<file path="config.mk">
export PLATFORM = sky130hd
export DESIGN_NAME = ccs_top
export DESIGN_NICKNAME = d
export VERILOG_FILES = /design/src/design/ccs_pkg.sv /design/src/design/ccs_timer.sv /design/src/design/ccs_top.sv
export VERILOG_INCLUDE_DIRS = /design/src /design/src/design
export SDC_FILE = /design/constraint.sdc
export NUM_CORES = 1
export LEC_CHECK = 0
export BUFFER_PORTS_ARGS = -buffer_cell sky130_fd_sc_hd__buf_2
export CELL_PAD_IN_SITES_DETAIL_PLACEMENT = 1
export CELL_PAD_IN_SITES_GLOBAL_PLACEMENT = 2
export CORE_ASPECT_RATIO = 0.6
export CORE_MARGIN = 3
export CORE_UTILIZATION = 28
export CTS_CLUSTER_SIZE = 25
export DETAILED_ROUTE_END_ITERATION = 10
export GPL_TIMING_DRIVEN = 0
export PLACE_DENSITY = 0.72
export SYNTH_ARGS = -nofsm -noshare
export SYNTH_HDL_FRONTEND = slang
export SYNTH_SLANG_ARGS = --single-unit
</file>
<file path="constraint.sdc">
create_clock -name clk -period 4.9 [get_ports clk]
set_input_delay 0.98 -clock clk [delete_from_list [all_inputs] [get_ports clk]]
set_output_delay 0.98 -clock clk [all_outputs]
set_load 0.01 [all_outputs]
</file>
<file path="src/design/ccs_regs.svh">
`ifndef CCS_REGS_SVH
`define CCS_REGS_SVH
// ------------------------------------------------------------
// Register offsets
// ------------------------------------------------------------
`define CCS_ADDR_W 3
`define CCS_OFS_STAT 3'h0
`define CCS_OFS_CTRL 3'h1
`define CCS_OFS_FLOAT 3'h2
`define CCS_OFS_CURR 3'h4
// ------------------------------------------------------------
// Reset values
// ------------------------------------------------------------
`define CCS_CTRL_RST 8'h08
`define CCS_FLOAT_RST 6'h02
`define CCS_CURR_RST 8'h00
// ------------------------------------------------------------
// Field positions
// ------------------------------------------------------------
`define CCS_KICK_BIT 7
`define CCS_CURR_MASK 8'h77
`define CCS_FAULT_TIMER 3'h6
`define CCS_FAULT_NONE 3'h0
// ------------------------------------------------------------
// Encodings
// ------------------------------------------------------------
`define CCS_FLOAT_MAX_CODE 6'h2f
`define CCS_FLOAT_BASE_MV 13'h0dac
`define CCS_FLOAT_STEP_MV 13'h0014
`define CCS_FLOAT_MAX_MV 13'h1158
`define CCS_CHG_BASE_TUV 10'h176
`define CCS_CHG_STEP_TUV 10'h044
`define CCS_TERM_STEP_A 10'h022
`define CCS_TERM_STEP_B 10'h021
`define CCS_CHG_BASE_MA 11'h226
`define CCS_CHG_STEP_MA 11'h064
`define CCS_LIM_100_MA 11'h064
`define CCS_LIM_500_MA 11'h1f4
`define CCS_LIM_800_MA 11'h320
`define CCS_LIM_NONE_MA 11'h7ff
// ------------------------------------------------------------
// Timing
// ------------------------------------------------------------
`define CCS_CLK_HZ 64'd10000000
`define CCS_T_QUAL_MS 64'd32
`define CCS_T_CHECK_MS 64'd500
`define CCS_T_WDOG_S 64'd32
`define CCS_T_UNATT_MIN 64'd15
`define CCS_TMR_W 36
`endif

</file>
<file path="src/design/ccs_pkg.sv">
`default_nettype none
package ccs_pkg;
  typedef enum logic [1:0] {
    CCS_STAT_READY = 2'h0,
    CCS_STAT_CHARGING = 2'h1,
    CCS_STAT_DONE = 2'h2,
    CCS_STAT_FAULT = 2'h3
  } ccs_stat_t;
  typedef struct packed {
    logic batt_below_short;
    logic batt_below_recharge;
    logic batt_below_weak;
    logic por_ok;
    logic batt_present;
    logic current_below_term;
    logic reverse_over;
    logic otg_pin;
  } ccs_sense_t;
  typedef struct packed {
    logic [1:0] input_limit_code;
    logic [1:0] weak_batt_threshold;
    logic termination_enable;
    logic charge_inhibit;
    logic high_impedance_select;
    logic spare;
  } ccs_ctrl_t;
endpackage
`default_nettype wire

</file>
<file path="src/design/ccs_timer.sv">
`timescale 1ns/1ps
`default_nettype none
`include "ccs_regs.svh"
module ccs_timer (
  input wire logic clk,
  input wire logic reset_n,
  input wire logic clear,
  input wire logic run,
  input wire logic [`CCS_TMR_W-1:0] limit,
  output logic expired
);
  logic [`CCS_TMR_W-1:0] cnt;
  logic [`CCS_TMR_W-1:0] next_cnt;
  logic next_expired;
  // ------------------------------------------------------------
  // Interval count
  // ------------------------------------------------------------
  always_comb
  begin
    next_cnt = cnt;
    next_expired = 1'b0;
    if (clear || !run)
      next_cnt = '0;
    else if (cnt == limit - `CCS_TMR_W'(1))
    begin
      next_cnt = '0;
      next_expired = 1'b1;
    end
    else
      next_cnt = cnt + `CCS_TMR_W'(1);
  end
  always_ff @(posedge clk or negedge reset_n)
  begin
    if (!reset_n)
    begin
      cnt <= '0;
      expired <= 1'b0;
    end
    else
    begin
      cnt <= next_cnt;
      expired <= next_expired;
    end
  end
endmodule
`default_nettype wire

</file>
<file path="src/design/ccs_top.sv">
// The implementer's own choices: the register offsets and the plain strobed port.
`timescale 1ns/1ps
`default_nettype none
`include "ccs_regs.svh"
module ccs_top #(
  parameter bit AUTO_CHARGE = 1'b1,
  parameter bit TERM_GROUP_B = 1'b0,
  parameter logic [`CCS_TMR_W-1:0] QUAL_CYC =
    `CCS_TMR_W'(`CCS_T_QUAL_MS * `CCS_CLK_HZ / 64'd1000),
  parameter logic [`CCS_TMR_W-1:0] CHECK_CYC =
    `CCS_TMR_W'(`CCS_T_CHECK_MS * `CCS_CLK_HZ / 64'd1000),
  parameter logic [`CCS_TMR_W-1:0] WDOG_CYC =
    `CCS_TMR_W'(`CCS_T_WDOG_S * `CCS_CLK_HZ),
  parameter logic [`CCS_TMR_W-1:0] UNATT_CYC =
    `CCS_TMR_W'(`CCS_T_UNATT_MIN * 64'd60 * `CCS_CLK_HZ)
) (
  input wire logic clk,
  input wire logic reset_n,
  input wire logic [`CCS_ADDR_W-1:0] addr,
  input wire logic [7:0] wdata,
  input wire logic wr,
  input wire logic rd,
  output logic [7:0] rdata,
  input wire ccs_pkg::ccs_sense_t sense,
  output logic precharge_en,
  output logic pwm_en,
  output logic rect_off,
  output logic [12:0] float_mv,
  output logic [9:0] chg_target_tuv,
  output logic [9:0] term_target_tuv,
  output logic [10:0] input_limit_ma,
  output logic [10:0] cc_limit_ma,
  output logic [1:0] charge_state
);
  import ccs_pkg::*;
  typedef enum logic [2:0] {
    CCS_OFF, CCS_PRE, CCS_FAST, CCS_CHECK, CCS_DONE
  } ccs_phase_t;
  // ------------------------------------------------------------
  // Pin synchronisers
  // ------------------------------------------------------------
  ccs_sense_t sense_m;
  ccs_sense_t sense_s;
  logic por_q;
  always_ff @(posedge clk or negedge reset_n)
  begin
    if (!reset_n)
    begin
      sense_m <= '0;
      sense_s <= '0;
      por_q <= 1'b0;
    end
    else
    begin
      sense_m <= sense;
      sense_s <= sense_m;
      por_q <= sense_s.por_ok;
    end
  end
  // ------------------------------------------------------------
  // State
  // ------------------------------------------------------------
  ccs_phase_t phase, next_phase;
  ccs_ctrl_t ctrl, next_ctrl;
  logic [5:0] float_code, next_float_code;
  logic [7:0] curr, next_curr;
  logic [2:0] fault, next_fault;
  logic unatt_run, next_unatt_run;
  logic wdog_run, next_wdog_run;
  logic [7:0] next_rdata;
  logic qual_exp, check_exp, wdog_exp, unatt_exp;
  logic qual_run, wr_any, kick, unblock, may_charge, start;
  assign wr_any = wr;
  assign kick = wr && addr == `CCS_OFS_STAT && wdata[`CCS_KICK_BIT];
  assign qual_run = phase == CCS_FAST && ctrl.termination_enable &&
    sense_s.current_below_term;
  // ------------------------------------------------------------
  // Interval timers
  // ------------------------------------------------------------
  ccs_timer u_qual (
    .clk(clk), .reset_n(reset_n), .clear(1'b0), .run(qual_run),
    .limit(QUAL_CYC), .expired(qual_exp));
  ccs_timer u_check (
    .clk(clk), .reset_n(reset_n), .clear(1'b0),
    .run(phase == CCS_CHECK), .limit(CHECK_CYC),
    .expired(check_exp));
  ccs_timer u_wdog (
    .clk(clk), .reset_n(reset_n), .clear(wr_any || kick),
    .run(wdog_run), .limit(WDOG_CYC),
    .expired(wdog_exp));
  ccs_timer u_unatt (
    .clk(clk), .reset_n(reset_n), .clear(wr_any),
    .run(unatt_run), .limit(UNATT_CYC),
    .expired(unatt_exp));
  // ------------------------------------------------------------
  // Control and registers
  // ------------------------------------------------------------
  always_comb
  begin
    next_phase = phase;
    next_ctrl = ctrl;
    next_float_code = float_code;
    next_curr = curr;
    next_fault = fault;
    next_unatt_run = unatt_run;
    next_wdog_run = wdog_run;
    next_rdata = 8'h00;
    unblock = 1'b0;
    start = 1'b0;
    if (wr && addr == `CCS_OFS_CTRL)
    begin
      next_ctrl = ccs_ctrl_t'(wdata);
      unblock = (ctrl.charge_inhibit && !next_ctrl.charge_inhibit) ||
        (ctrl.high_impedance_select &&
        !next_ctrl.high_impedance_select);
    end
    else if (wr && addr == `CCS_OFS_FLOAT)
      next_float_code = wdata[7:2];
    else if (wr && addr == `CCS_OFS_CURR)
      next_curr = wdata & `CCS_CURR_MASK;
    if (rd && addr == `CCS_OFS_STAT)
    begin
      next_rdata = {2'h0, charge_state, 1'b0, fault};
      next_fault = `CCS_FAULT_NONE;
    end
    else if (rd && addr == `CCS_OFS_CTRL)
      next_rdata = ctrl;
    else if (rd && addr == `CCS_OFS_FLOAT)
      next_rdata = {float_code, 2'h0};
    else if (rd && addr == `CCS_OFS_CURR)
      next_rdata = curr;
    // Any host write hands the timing over to the watchdog.
    if (wr_any)
    begin
      next_unatt_run = 1'b0;
      next_wdog_run = 1'b1;
    end
    may_charge = !next_ctrl.charge_inhibit &&
      !next_ctrl.high_impedance_select &&
      sense_s.por_ok && sense_s.batt_present;
    case (phase)
      CCS_OFF:
      begin
        if (may_charge)
          start = 1'b1;
      end
      CCS_PRE:
      begin
        if (!sense_s.batt_below_short)
          next_phase = CCS_FAST;
      end
      CCS_FAST:
      begin
        if (qual_exp)
          next_phase = CCS_CHECK;
      end
      CCS_CHECK:
      begin
        if (check_exp)
          next_phase = (sense_s.batt_present && sense_s.por_ok) ?
            CCS_DONE : CCS_OFF;
      end
      CCS_DONE:
      begin
        if (sense_s.batt_below_recharge && may_charge)
          start = 1'b1;
      end
      default:
        next_phase = CCS_OFF;
    endcase
    if (AUTO_CHARGE && sense_s.por_ok && !por_q &&
        sense_s.batt_below_weak && may_charge)
      start = 1'b1;
    if (unblock && may_charge)
      start = 1'b1;
    if (phase != CCS_OFF && phase != CCS_DONE && !may_charge)
      next_phase = CCS_OFF;
    if (start)
    begin
      next_phase = sense_s.batt_below_short ? CCS_PRE : CCS_FAST;
      if (!next_wdog_run)
        next_unatt_run = 1'b1;
    end
    // Watchdog expiry overrides a host access in the same cycle; unattended expiry overrides only phase, charge_inhibit and fault.
    if (unatt_exp)
    begin
      next_phase = CCS_OFF;
      next_ctrl.charge_inhibit = 1'b1;
      next_fault = `CCS_FAULT_TIMER;
      next_unatt_run = 1'b0;
    end
    if (wdog_exp)
    begin
      next_phase = CCS_OFF;
      next_ctrl = ccs_ctrl_t'(`CCS_CTRL_RST);
      next_float_code = `CCS_FLOAT_RST;
      next_curr = `CCS_CURR_RST;
      next_fault = `CCS_FAULT_TIMER;
      next_wdog_run = 1'b0;
      next_unatt_run = 1'b0;
    end
  end
  always_ff @(posedge clk or negedge reset_n)
  begin
    if (!reset_n)
    begin
      phase <= CCS_OFF;
      ctrl <= ccs_ctrl_t'(`CCS_CTRL_RST);
      float_code <= `CCS_FLOAT_RST;
      curr <= `CCS_CURR_RST;
      fault <= `CCS_FAULT_NONE;
      unatt_run <= 1'b0;
      wdog_run <= 1'b0;
      rdata <= 8'h00;
    end
    else
    begin
      phase <= next_phase;
      ctrl <= next_ctrl;
      float_code <= next_float_code;
      curr <= next_curr;
      fault <= next_fault;
      unatt_run <= next_unatt_run;
      wdog_run <= next_wdog_run;
      rdata <= next_rdata;
    end
  end
  // ------------------------------------------------------------
  // Analog targets
  // ------------------------------------------------------------
  // Charge current is expressed for a 68 mOhm sense resistor; other
  // resistors scale the milliamp figures but not the sense targets.
  logic [12:0] next_float_mv;
  logic [9:0] next_chg_tuv, next_term_tuv;
  logic [10:0] next_lim_ma, next_cc_ma, chg_ma;
  logic [1:0] lim_code;
  logic [1:0] next_state;
  always_comb
  begin
    if (float_code >= `CCS_FLOAT_MAX_CODE)
      next_float_mv = `CCS_FLOAT_MAX_MV;
    else
      next_float_mv = `CCS_FLOAT_BASE_MV +
        13'(float_code) * `CCS_FLOAT_STEP_MV;
    next_chg_tuv = `CCS_CHG_BASE_TUV +
      10'(curr[6:4]) * `CCS_CHG_STEP_TUV;
    next_term_tuv = (10'(curr[2:0]) + 10'h001) *
      (TERM_GROUP_B ? `CCS_TERM_STEP_B : `CCS_TERM_STEP_A);
    chg_ma = `CCS_CHG_BASE_MA + 11'(curr[6:4]) * `CCS_CHG_STEP_MA;
    lim_code = ctrl.input_limit_code;
    if (AUTO_CHARGE && unatt_run)
      lim_code = {1'b0, sense_s.otg_pin};
    case (lim_code)
      2'h0: next_lim_ma = `CCS_LIM_100_MA;
      2'h1: next_lim_ma = `CCS_LIM_500_MA;
      2'h2: next_lim_ma = `CCS_LIM_800_MA;
      default: next_lim_ma = `CCS_LIM_NONE_MA;
    endcase
    next_cc_ma = (next_lim_ma < chg_ma) ? next_lim_ma : chg_ma;
    case (phase)
      CCS_PRE, CCS_FAST: next_state = CCS_STAT_CHARGING;
      CCS_DONE: next_state = CCS_STAT_DONE;
      CCS_CHECK: next_state = CCS_STAT_READY;
      default:
        next_state = (fault != `CCS_FAULT_NONE) ?
          CCS_STAT_FAULT : CCS_STAT_READY;
    endcase
  end
  always_ff @(posedge clk or negedge reset_n)
  begin
    if (!reset_n)
    begin
      precharge_en <= 1'b0;
      pwm_en <= 1'b0;
      rect_off <= 1'b0;
      float_mv <= '0;
      chg_target_tuv <= '0;
      term_target_tuv <= '0;
      input_limit_ma <= '0;
      cc_limit_ma <= '0;
      charge_state <= 2'h0;
    end
    else
    begin
      precharge_en <= phase == CCS_PRE;
      pwm_en <= phase == CCS_FAST;
      rect_off <= sense_s.reverse_over;
      float_mv <= next_float_mv;
      chg_target_tuv <= next_chg_tuv;
      term_target_tuv <= next_term_tuv;
      input_limit_ma <= next_lim_ma;
      cc_limit_ma <= next_cc_ma;
      charge_state <= next_state;
    end
  end
endmodule
`default_nettype wire

</file>
==> results of run 1 <==
-- registers in the layout, indices dropped and copies added (netlist names), 2 cells and up --
| name | flops |
|---|---|
| cc_limit_ma | 11 |
| charge_state | 2 |
| chg_target_tuv | 8 |
| ctrl | 8 |
| curr | 6 |
| float_code | 6 |
| float_mv | 11 |
| input_limit_ma | 6 |
| phase | 3 |
| rdata | 8 |
| sense_m | 8 |
| sense_s | 8 |
| term_target_tuv | 4 |
| u_check.cnt | 36 |
| u_qual.cnt | 36 |
| u_unatt.cnt | 36 |
| u_wdog.cnt | 36 |
-- metrics by stage --
stage / setup TNS (ps) / power [mW]
floorplan: 0 / 3.06
global placement: -440540 / 3.48
detailed placement: 0 / 3.52
CTS: 0 / 5.58
global route: 0 / 5.81
finish: 0 / 5.46
-- report_power, final --
group          total (mW)  switching, mW  internal [mW]
combinational        1.13          0.666          0.464
sequential           2.34          0.121           2.22
clock                2.00          0.816           1.18
-- area by class of cell --
type / instances / area [sq um] / share of cell area [%]
clock inverter: 2 / 35.0 / 0.251
tap: 560 / 701 / 5.03
multi-input combinational: 849 / 5310 / 38.1
timing repair buffer: 86 / 485 / 3.48
buffer: 57 / 305 / 2.19
clock buffer: 44 / 820 / 5.88
inverter: 48 / 180 / 1.29
sequential: 244 / 6110 / 43.8
-- path summary, 6_finish.rpt --
check                                        to  cells after the start
worst max-delay path             cc_limit_ma[7]                     12
worst min-delay path                 sense_s[6]                      0
worst max register to register   cc_limit_ma[7]                     12
worst min register to register       sense_s[6]                      0
max in group asynchronous       u_unatt.cnt[18]                      2
min in group asynchronous       u_check.cnt[29]                      1
-- routing by layer --
layer,vias to the layer above,global-route usage (%)
li1,4320,-
met5,-,0
met1,4442,21.5
met3,31,2.43
met2,108,20.5
met4,0,2.68
-- synth_stat cells, types with 16 or more instances --
master    instances
mux2i_1          21
dfrtp_1         242
nand2_1          60
xor2_1           55
nand3_1          56
nand4_1          48
nor4_1           43
nor3_1           26
and3_1           19
clkbuf_1         30
buf_4            16
nor2_1          216
inv_1            48
a21oi_1          29
ha_1             33
xnor2_1          90
-- critical path, cell delays in order, from the launching register on --
cell and delay [ps]:
dfrtp_1 410, clkbuf_1 380, inv_1 200, ha_1 420, nor3b_1 310, xor2_1 150
ha_1 230, or4_1 530, a21oi_1 180, o211ai_1 150, nand3_1 100, clkbuf_1 500
mux2i_1 300
-- logic make-up after synthesis --
| logic type | count (synthesis) | share of synthesized area, % |
|---|---|---|
| xor+xnor | 145 | 10.7 |
| flops | 244 | 51.4 |
| compound gates | 81 | 4.41 |
| buf+inv | 105 | 4.08 |
| mux | 23 | 1.96 |
| other cells | 2 | 0.0632 |
| simple gates | 560 | 23.8 |
| fa+ha+maj | 34 | 3.64 |
==> metrics.md, run 1 <==
| Metric | Value |
|---|---|
| Slew Limit Fails | 0 |
| Final WS setup | 931 ps |
| Min Tclk post-route | 3970 ps |
| Pre-CTS setup slack | 873 ps |
| Width of the die | 272 um |
| Total Routing Usage GR | 14.0% |
| Via density | 4.71 |
| Crit. Startpoint | curr[4] |
| Area post-placement | 13100 sq um |
| Max frequency | 252 MHz |
| Relative slew slack | 20.9% |
| I/O pins | 91 |
| Ant. Diodes | 0 |
| Sequential share of the synthesized area | 51.4% |
| Ys async rst share | 100% |
| Fillers | 4731 |
| Startpoint types | register |
| Post-Layout Inst Area | 13900 sq um |
| Leak | 5.75 nW |
| Clock Skews | 11.2 ps |
| Via count | 8901 |
| Cells after Synth | 1194 |
| Clk slew on worst S/H paths | 60 ps |
| DRT met1 WL | 17.1 mm |
| CP max FO | 10 |
| Initial Util | 28.9% |
| Wire length per cell | 16.6 um |
| Finish-stage setup viols | 0 |
| Root Driver | clkbuf_16 |
| Crit. End Element | register |
| Hold Startpoint | sense_m[6] |
| IO buf count | 84 |
| Share of the synthesized area in the top cell type | 50.9% |
| Final core utilization | 33.9% |
| Hold Vio Cnt, Final | 0 |
| Mean Syn Cell Area | 9.96 sq um |
| Max rail drop VDD | 254 uV |
| DR WL met2 | 12.8 mm |
| Antenna Nets Post-Route | 0 |
| Total number of H-tree levels | 1 |
| Largest net degree at the start of global routing | 114 |
| Synth area leaders | dfrtp_1, nor2_1, xnor2_1 |
| Synth Flop Type | dfrtp_1 |
| Max-cap violations | 0 |
| Yosys reg bits | 244 |
| DIE AREA | 45000 sq um |
| Warnings from Yosys | 0 |
| Synth area leader | dfrtp_1 |
| Worst reg2reg startpoint | curr[4] |
| Period utilisation layout | 81.0% |
| Number of enable-type register cells in the synthesized netlist | 0 |
| First-pass GRT wire length | 51.3 mm |
| Clk buf depth | 3 |
| Post CTS Setup Buffer Count | 0 |
| Count of different cell masters after synthesis | 60 |
| Final net count | 1370 |
| Highest metal layer with signal wires | met4 |
| Status | finished clean |
| # DRC | 0 |
| DRT iter0 DRCs | 523 |
| Non-Filler Instances | 1890 |
| WP data required | 5350 ps |
| Hold buffers post-CTS | 0 |
| Std cell rows | 57 |
| Metal3 WL | 1.04 mm |
| GP Congestion | 0.775 |
| Antenna violations before repair | 0 |
| Cell Area, Synth | 11900 sq um |
| P&R area growth vs syn | 17.3% |
| CTS tree | done |
| Inst Count DP | 1844 |
| Most frequent cells in the layout | dfrtp_1, nor2_1, xnor2_1, buf_2, nand2_1 |
| Core ar. | 41200 sq um |
| Worst slew pin tran | 1180 ps |
| Hpwl dp | 22.3 mm |
| PwrDens | 392 nW/um^2 |
| Crit path DAT | 4420 ps |
| Unrepaired setup endpoints after global routing | no |
| CTS Buf Count | 27 |
| TritonRoute pass-1 iters | 4 |
| WL final | 31.4 mm |
| Hold WC Path Type | register to register |
| Fin Hold WS | 345 ps |
| Vias in the first global route | 9286 |
| Share of cells above drive strength 1 | 12.2% |
| Reg-to-reg slack, setup | 930 ps |
| # resized after CTS | 0 |
| Total global routing overflow | 0 |
| Die H | 166 um |
| Crit Path Class | register to register |
| CTS Sinks | 244 |
| Worst skew pair latency | 540 ps |
| Most common cell after layout, fill and taps aside | dfrtp_1 |
Note: power is estimated with default switching activity, not from simulation.
==> run 2, diff against run 1 <==
Settings changed: PLACE_DENSITY 0.72 to 0.75.
Clock period 4.9 ns to 3.2 ns, I/O delays scaled along.
==> metrics.md, run 2 (synthesis results as in run 1) <==
| Metric | Value |
|---|---|
| Total global routing overflow | 0 |
| DIE AREA | 45000 sq um |
| Most common cell after layout, fill and taps aside | dfrtp_1 |
| Via count | 9055 |
| Inst Count DP | 1844 |
| # DRC | 0 |
| Leak | 5.82 nW |
| Worst reg2reg startpoint | curr[5] |
| Reg-to-reg slack, setup | 150 ps |
| DRT iter0 DRCs | 485 |
| Most frequent cells in the layout | dfrtp_1, nor2_1, xnor2_1, buf_2, nand2_1 |
| Area post-placement | 13100 sq um |
| Worst skew pair latency | 560 ps |
| Die H | 166 um |
| Period utilisation layout | 95.5% |
| Ant. Diodes | 0 |
| Slew Limit Fails | 0 |
| Total Routing Usage GR | 14.2% |
| TritonRoute pass-1 iters | 4 |
| Via density | 4.78 |
| Clk buf depth | 3 |
| Worst slew pin tran | 1080 ps |
| Width of the die | 272 um |
| Final net count | 1375 |
| Met3 Use GR | 2.54% |
| GP Congestion | 0.773 |
| CTS tree | done |
| Sum Neg Setup Slack | 0 ps |
| Finish-stage setup viols | 0 |
| Fin Hold WS | 195 ps |
| Total number of H-tree levels | 1 |
| Met2 Track Usage GR | 20.8% |
| Crit path DAT | 3510 ps |
| Max rail drop VDD | 396 uV |
| WP data required | 3660 ps |
| Share of cells above drive strength 1 | 14.2% |
| Sw frac | 29.5% |
| Non-Filler Instances | 1895 |
| Hpwl dp | 22.2 mm |
| Max frequency | 327 MHz |
| WL final | 31.4 mm |
| PwrDens | 614 nW/um^2 |
| Clk slew on worst S/H paths | 60 ps |
| Int Pwr | 6.11 mW |
| PnR Total Power | 8.67 mW |
| CP max FO | 5 |
| Grt peak-use layer | met1 |
| CTS Sinks | 244 |
| Hold Startpoint | sense[6] |
| Clock Skews | 23.1 ps |
| Switch Pwr | 2.56 mW |
| Sequential power share | 41.2% |
| I/O pins | 91 |
| Clock Power Share | 36.8% |
| Root Driver | clkbuf_16 |
| P&R area growth vs syn | 18.8% |
| Startpoint types | register |
| IO buf count | 84 |
| Min Tclk post-route | 3050 ps |
| Antenna Nets Post-Route | 0 |
| Relative slew slack | 27.5% |
| Crit Path Class | register to register |
| Antenna violations before repair | 0 |
| Vias in the first global route | 9403 |
| CTS Buf Count | 26 |
| First-pass GRT wire length | 52.2 mm |
| Hold Vio Cnt, Final | 0 |
| Initial Util | 28.9% |
| Unrepaired setup endpoints after global routing | no |
| Wire length per cell | 16.6 um |
| Std cell rows | 57 |
| Crit. End Element | register |
| Post-Layout Inst Area | 14100 sq um |
| Hold WC Path Type | input pin to register |
| Core ar. | 41200 sq um |
| Status | finished clean |
| GR Util met1 | 22.0% |
| Crit. Startpoint | curr[5] |
| Final core utilization | 34.3% |
| Combinational power share | 22.0% |
| Final WS setup | 145 ps |
| Largest net degree at the start of global routing | 117 |
| Pre-CTS setup slack | -624 ps |
| Max-cap violations | 0 |
[run 2: power by group through the flow]
stage | clock network [mW] | registers [mW] | logic, mW
after floorplan | 0 | 3.70 | 0.992
after global placement | 0 | 3.62 | 1.69
after detailed placement | 0 | 3.64 | 1.75
after CTS | 3.30 | 3.58 | 1.84
after global routing | 3.45 | 3.61 | 2.13
final | 3.19 | 3.57 | 1.91
[run 2: area by class of cell]
cell class                      instances  area [sq um]
Fill cell                            4729         27000
Inverter                               48           180
Multi-Input combinational cell        849          5360
Clock buffer                           34           751
Tap cell                              560           701
Buffer                                 57           320
Timing Repair Buffer                   92           551
Sequential cell                       244          6110
Clock inverter                         11           150
[run 2: per-layer routing]
layer	wire length, um	share of wire (%)
met1	16800	54
met2	13000	41
met3	1180	3.8
met4	364	1.2
met5	0	0
[run 2: what timing repair did]
item | 4_1_cts | 5_1_grt
hold buffers | 1 | 0
pin swaps | 0 | 3
setup endpoints to repair | 11 | 8
endpoints found under the hold margin | 22 | 0
resized for setup | 13 | 8
buffers inserted | 3 | 1
gates cloned | 0 | 1
[run 2: critical path: stages (launching register included)]
cell and delay [ps]:
dfrtp_2 400, inv_2 100, ha_1 230, inv_1 90
ha_4 210, nor3b_4 150, xor2_1 190, ha_1 230
or4_4 540, a21oi_2 150, o211ai_1 150, nand3_2 130
buf_8 140, mux2i_2 220
[run 2: worst paths after layout]
path	end	depth (start not counted)
max in group asynchronous	u_unatt.cnt[23]	3
min in group asynchronous	u_check.cnt[28]	2
max reg2reg	cc_limit_ma[4]	13
max	cc_limit_ma[4]	13
min reg2reg	sense_s[3]	0
min	sense_m[6]	1
==> run 3, diff against run 2 <==
Settings changed: MAX_ROUTING_LAYER set to met4.
==> metrics.md, run 3 (synthesis results as in run 1) <==
| Metric | Value |
|---|---|
| Worst skew pair latency | 560 ps |
| Root Driver | clkbuf_16 |
| Antenna Nets Post-Route | 0 |
| Worst slew pin tran | 1040 ps |
| Total Routing Usage GR | 14.6% |
| Final net count | 1375 |
| Hold Vio Cnt, Final | 0 |
| Share of cells above drive strength 1 | 14.2% |
| Fin Hold WS | 194 ps |
| Die H | 166 um |
| Clock Skews | 24.0 ps |
| Most frequent cells in the layout | dfrtp_1, nor2_1, xnor2_1, buf_2, nand2_1 |
| Hpwl dp | 22.2 mm |
| Sequential power share | 41.1% |
| Hold Startpoint | sense[6] |
| Core ar. | 41200 sq um |
| Most frequent CP cell | ha_1 |
| Finish-stage setup viols | 0 |
| PnR Total Power | 8.67 mW |
| Slew Limit Fails | 0 |
| CTS Buf Count | 26 |
| Initial Util | 28.9% |
| Leak | 5.82 nW |
| Vias in the first global route | 9400 |
| I/O pins | 91 |
| First-pass GRT wire length | 52.3 mm |
| P&R area growth vs syn | 18.9% |
| Antenna violations before repair | 0 |
| TritonRoute pass-1 iters | 4 |
| IO buf count | 84 |
| Total global routing overflow | 0 |
| Crit. Startpoint | curr[5] |
| CTS tree | done |
| Ant. Diodes | 0 |
| Max-cap violations | 0 |
| # DRC | 0 |
| Buf+Inv Stages, Crit Path | 3 |
| Crit Path Class | register to register |
| Relative slew slack | 30.3% |
| Sw frac | 29.5% |
| Max rail drop VDD | 396 uV |
| Largest net degree at the start of global routing | 117 |
| Std cell rows | 57 |
| Status | finished clean |
| CP max FO | 5 |
| CTS Sinks | 244 |
| Combinational power share | 22.1% |
| Slowest stage cell, crit path | or4_4 |
| Post-Layout Inst Area | 14100 sq um |
| Clock Power Share | 36.8% |
| GR Util met1 | 22.1% |
| Switch Pwr | 2.56 mW |
| Via count | 9054 |
| Cell family contributing the most delay on the critical path | simple AND/OR/NAND/NOR gates |
| Crit. End Element | register |
| Worst reg2reg startpoint | curr[5] |
| Area post-placement | 13100 sq um |
| Met2 Track Usage GR | 20.7% |
| Wire length per cell | 16.6 um |
| Clk buf depth | 3 |
| WL final | 31.4 mm |
| Via density | 4.78 |
| Startpoint types | register |
| Period utilisation layout | 95.2% |
| DRT iter0 DRCs | 518 |
| Min Tclk post-route | 3050 ps |
| WP data required | 3660 ps |
| Sum Neg Setup Slack | 0 ps |
| DIE AREA | 45000 sq um |
| Met3 Use GR | 2.54% |
| Crit path cell chain | inv_2 -> ha_1 -> inv_1 -> ha_4 -> nor3b_4 -> xor2_1 -> ha_1 -> or4_4 -> a21oi_2 -> o211ai_1 -> nand3_2 -> buf_8 -> mux2i_2 |
| Total number of H-tree levels | 1 |
| PwrDens | 614 nW/um^2 |
| Unrepaired setup endpoints after global routing | no |
| Hold WC Path Type | input pin to register |
| Int Pwr | 6.12 mW |
| Most common cell after layout, fill and taps aside | dfrtp_1 |
| Crit-path max cell delay | 540 ps |
| Grt peak-use layer | met1 |
| Crit path DAT | 3510 ps |
| Clk slew on worst S/H paths | 60 ps |
| GP Congestion | 0.783 |
| Max frequency | 328 MHz |
| Width of the die | 272 um |
## run 3: timing repair
| item | 4_1_cts | 5_1_grt |
|---|---|---|
| resized for setup | 13 | 9 |
| cloned | 0 | 1 |
| buffers inserted | 3 | 1 |
| hold buffers | 1 | 0 |
| endpoints found under the setup margin | 11 | 8 |
| pin swaps | 0 | 3 |
| endpoints found under the hold margin | 22 | 0 |
## run 3: final timing paths
| kind | depth (start not counted) | slack, ps | end |
|---|---|---|---|
| min in group asynchronous | 2 | 520 | u_check.cnt[28] |
| min reg2reg | 0 | 340 | sense_s[3] |
| min | 1 | 190 | sense_m[6] |
| max in group asynchronous | 3 | 1790 | u_unatt.cnt[23] |
| max | 13 | 150 | cc_limit_ma[4] |
| max reg2reg | 13 | 150 | cc_limit_ma[4] |
## run 3: final cells by class
type | instances | area, sq um
inverters | 48 | 180
clock inverters | 11 | 150
fillers | 4728 | 27000
clock buffers | 34 | 751
multi-input cells | 849 | 5370
well taps | 560 | 701
repair buffers | 92 | 551
plain buffers | 57 | 320
flip-flops and latches | 244 | 6110
## run 3: worst register-to-register path: stages (launching register included)
cell and delay (ps):
dfrtp_2 400, inv_2 100, ha_1 230, inv_1 90, ha_4 210, nor3b_4 150
xor2_1 190, ha_1 240, or4_4 540, a21oi_2 150, o211ai_1 150, nand3_2 130
buf_8 140, mux2i_2 210
## run 3: through the flow
step / instances / util [%] / worst slack (ps)
5_1_grt: 1895 / 34.3 / 13.8
4_1_cts: 1893 / 34.2 / 36.3
3_3_place_gp: 1842 / 31.6 / -3180
3_5_place_dp: 1844 / 31.8 / -624
2_1_floorplan: 1198 / - / 79.6
6_report: 1895 / 34.3 / 153
## run 3: power groups by stage
stage          Sequential (mW)  Clock (mW)  Combinational, mW
5_1_grt                   3.61        3.45               2.14
3_3_place_gp              3.62           0               1.69
4_1_cts                   3.58        3.30               1.84
2_1_floorplan             3.70           0              0.992
3_5_place_dp              3.64           0               1.75
6_report                  3.57        3.19               1.92
## run 3: routing by layer
| layer | vias to the layer above | part of all wire (%) |
|---|---|---|
| met1 | 4585 | 54 |
| li1 | 4325 | - |
| met5 | - | 0 |
| met3 | 30 | 3.8 |
| met2 | 114 | 41 |
| met4 | 0 | 1.2 |
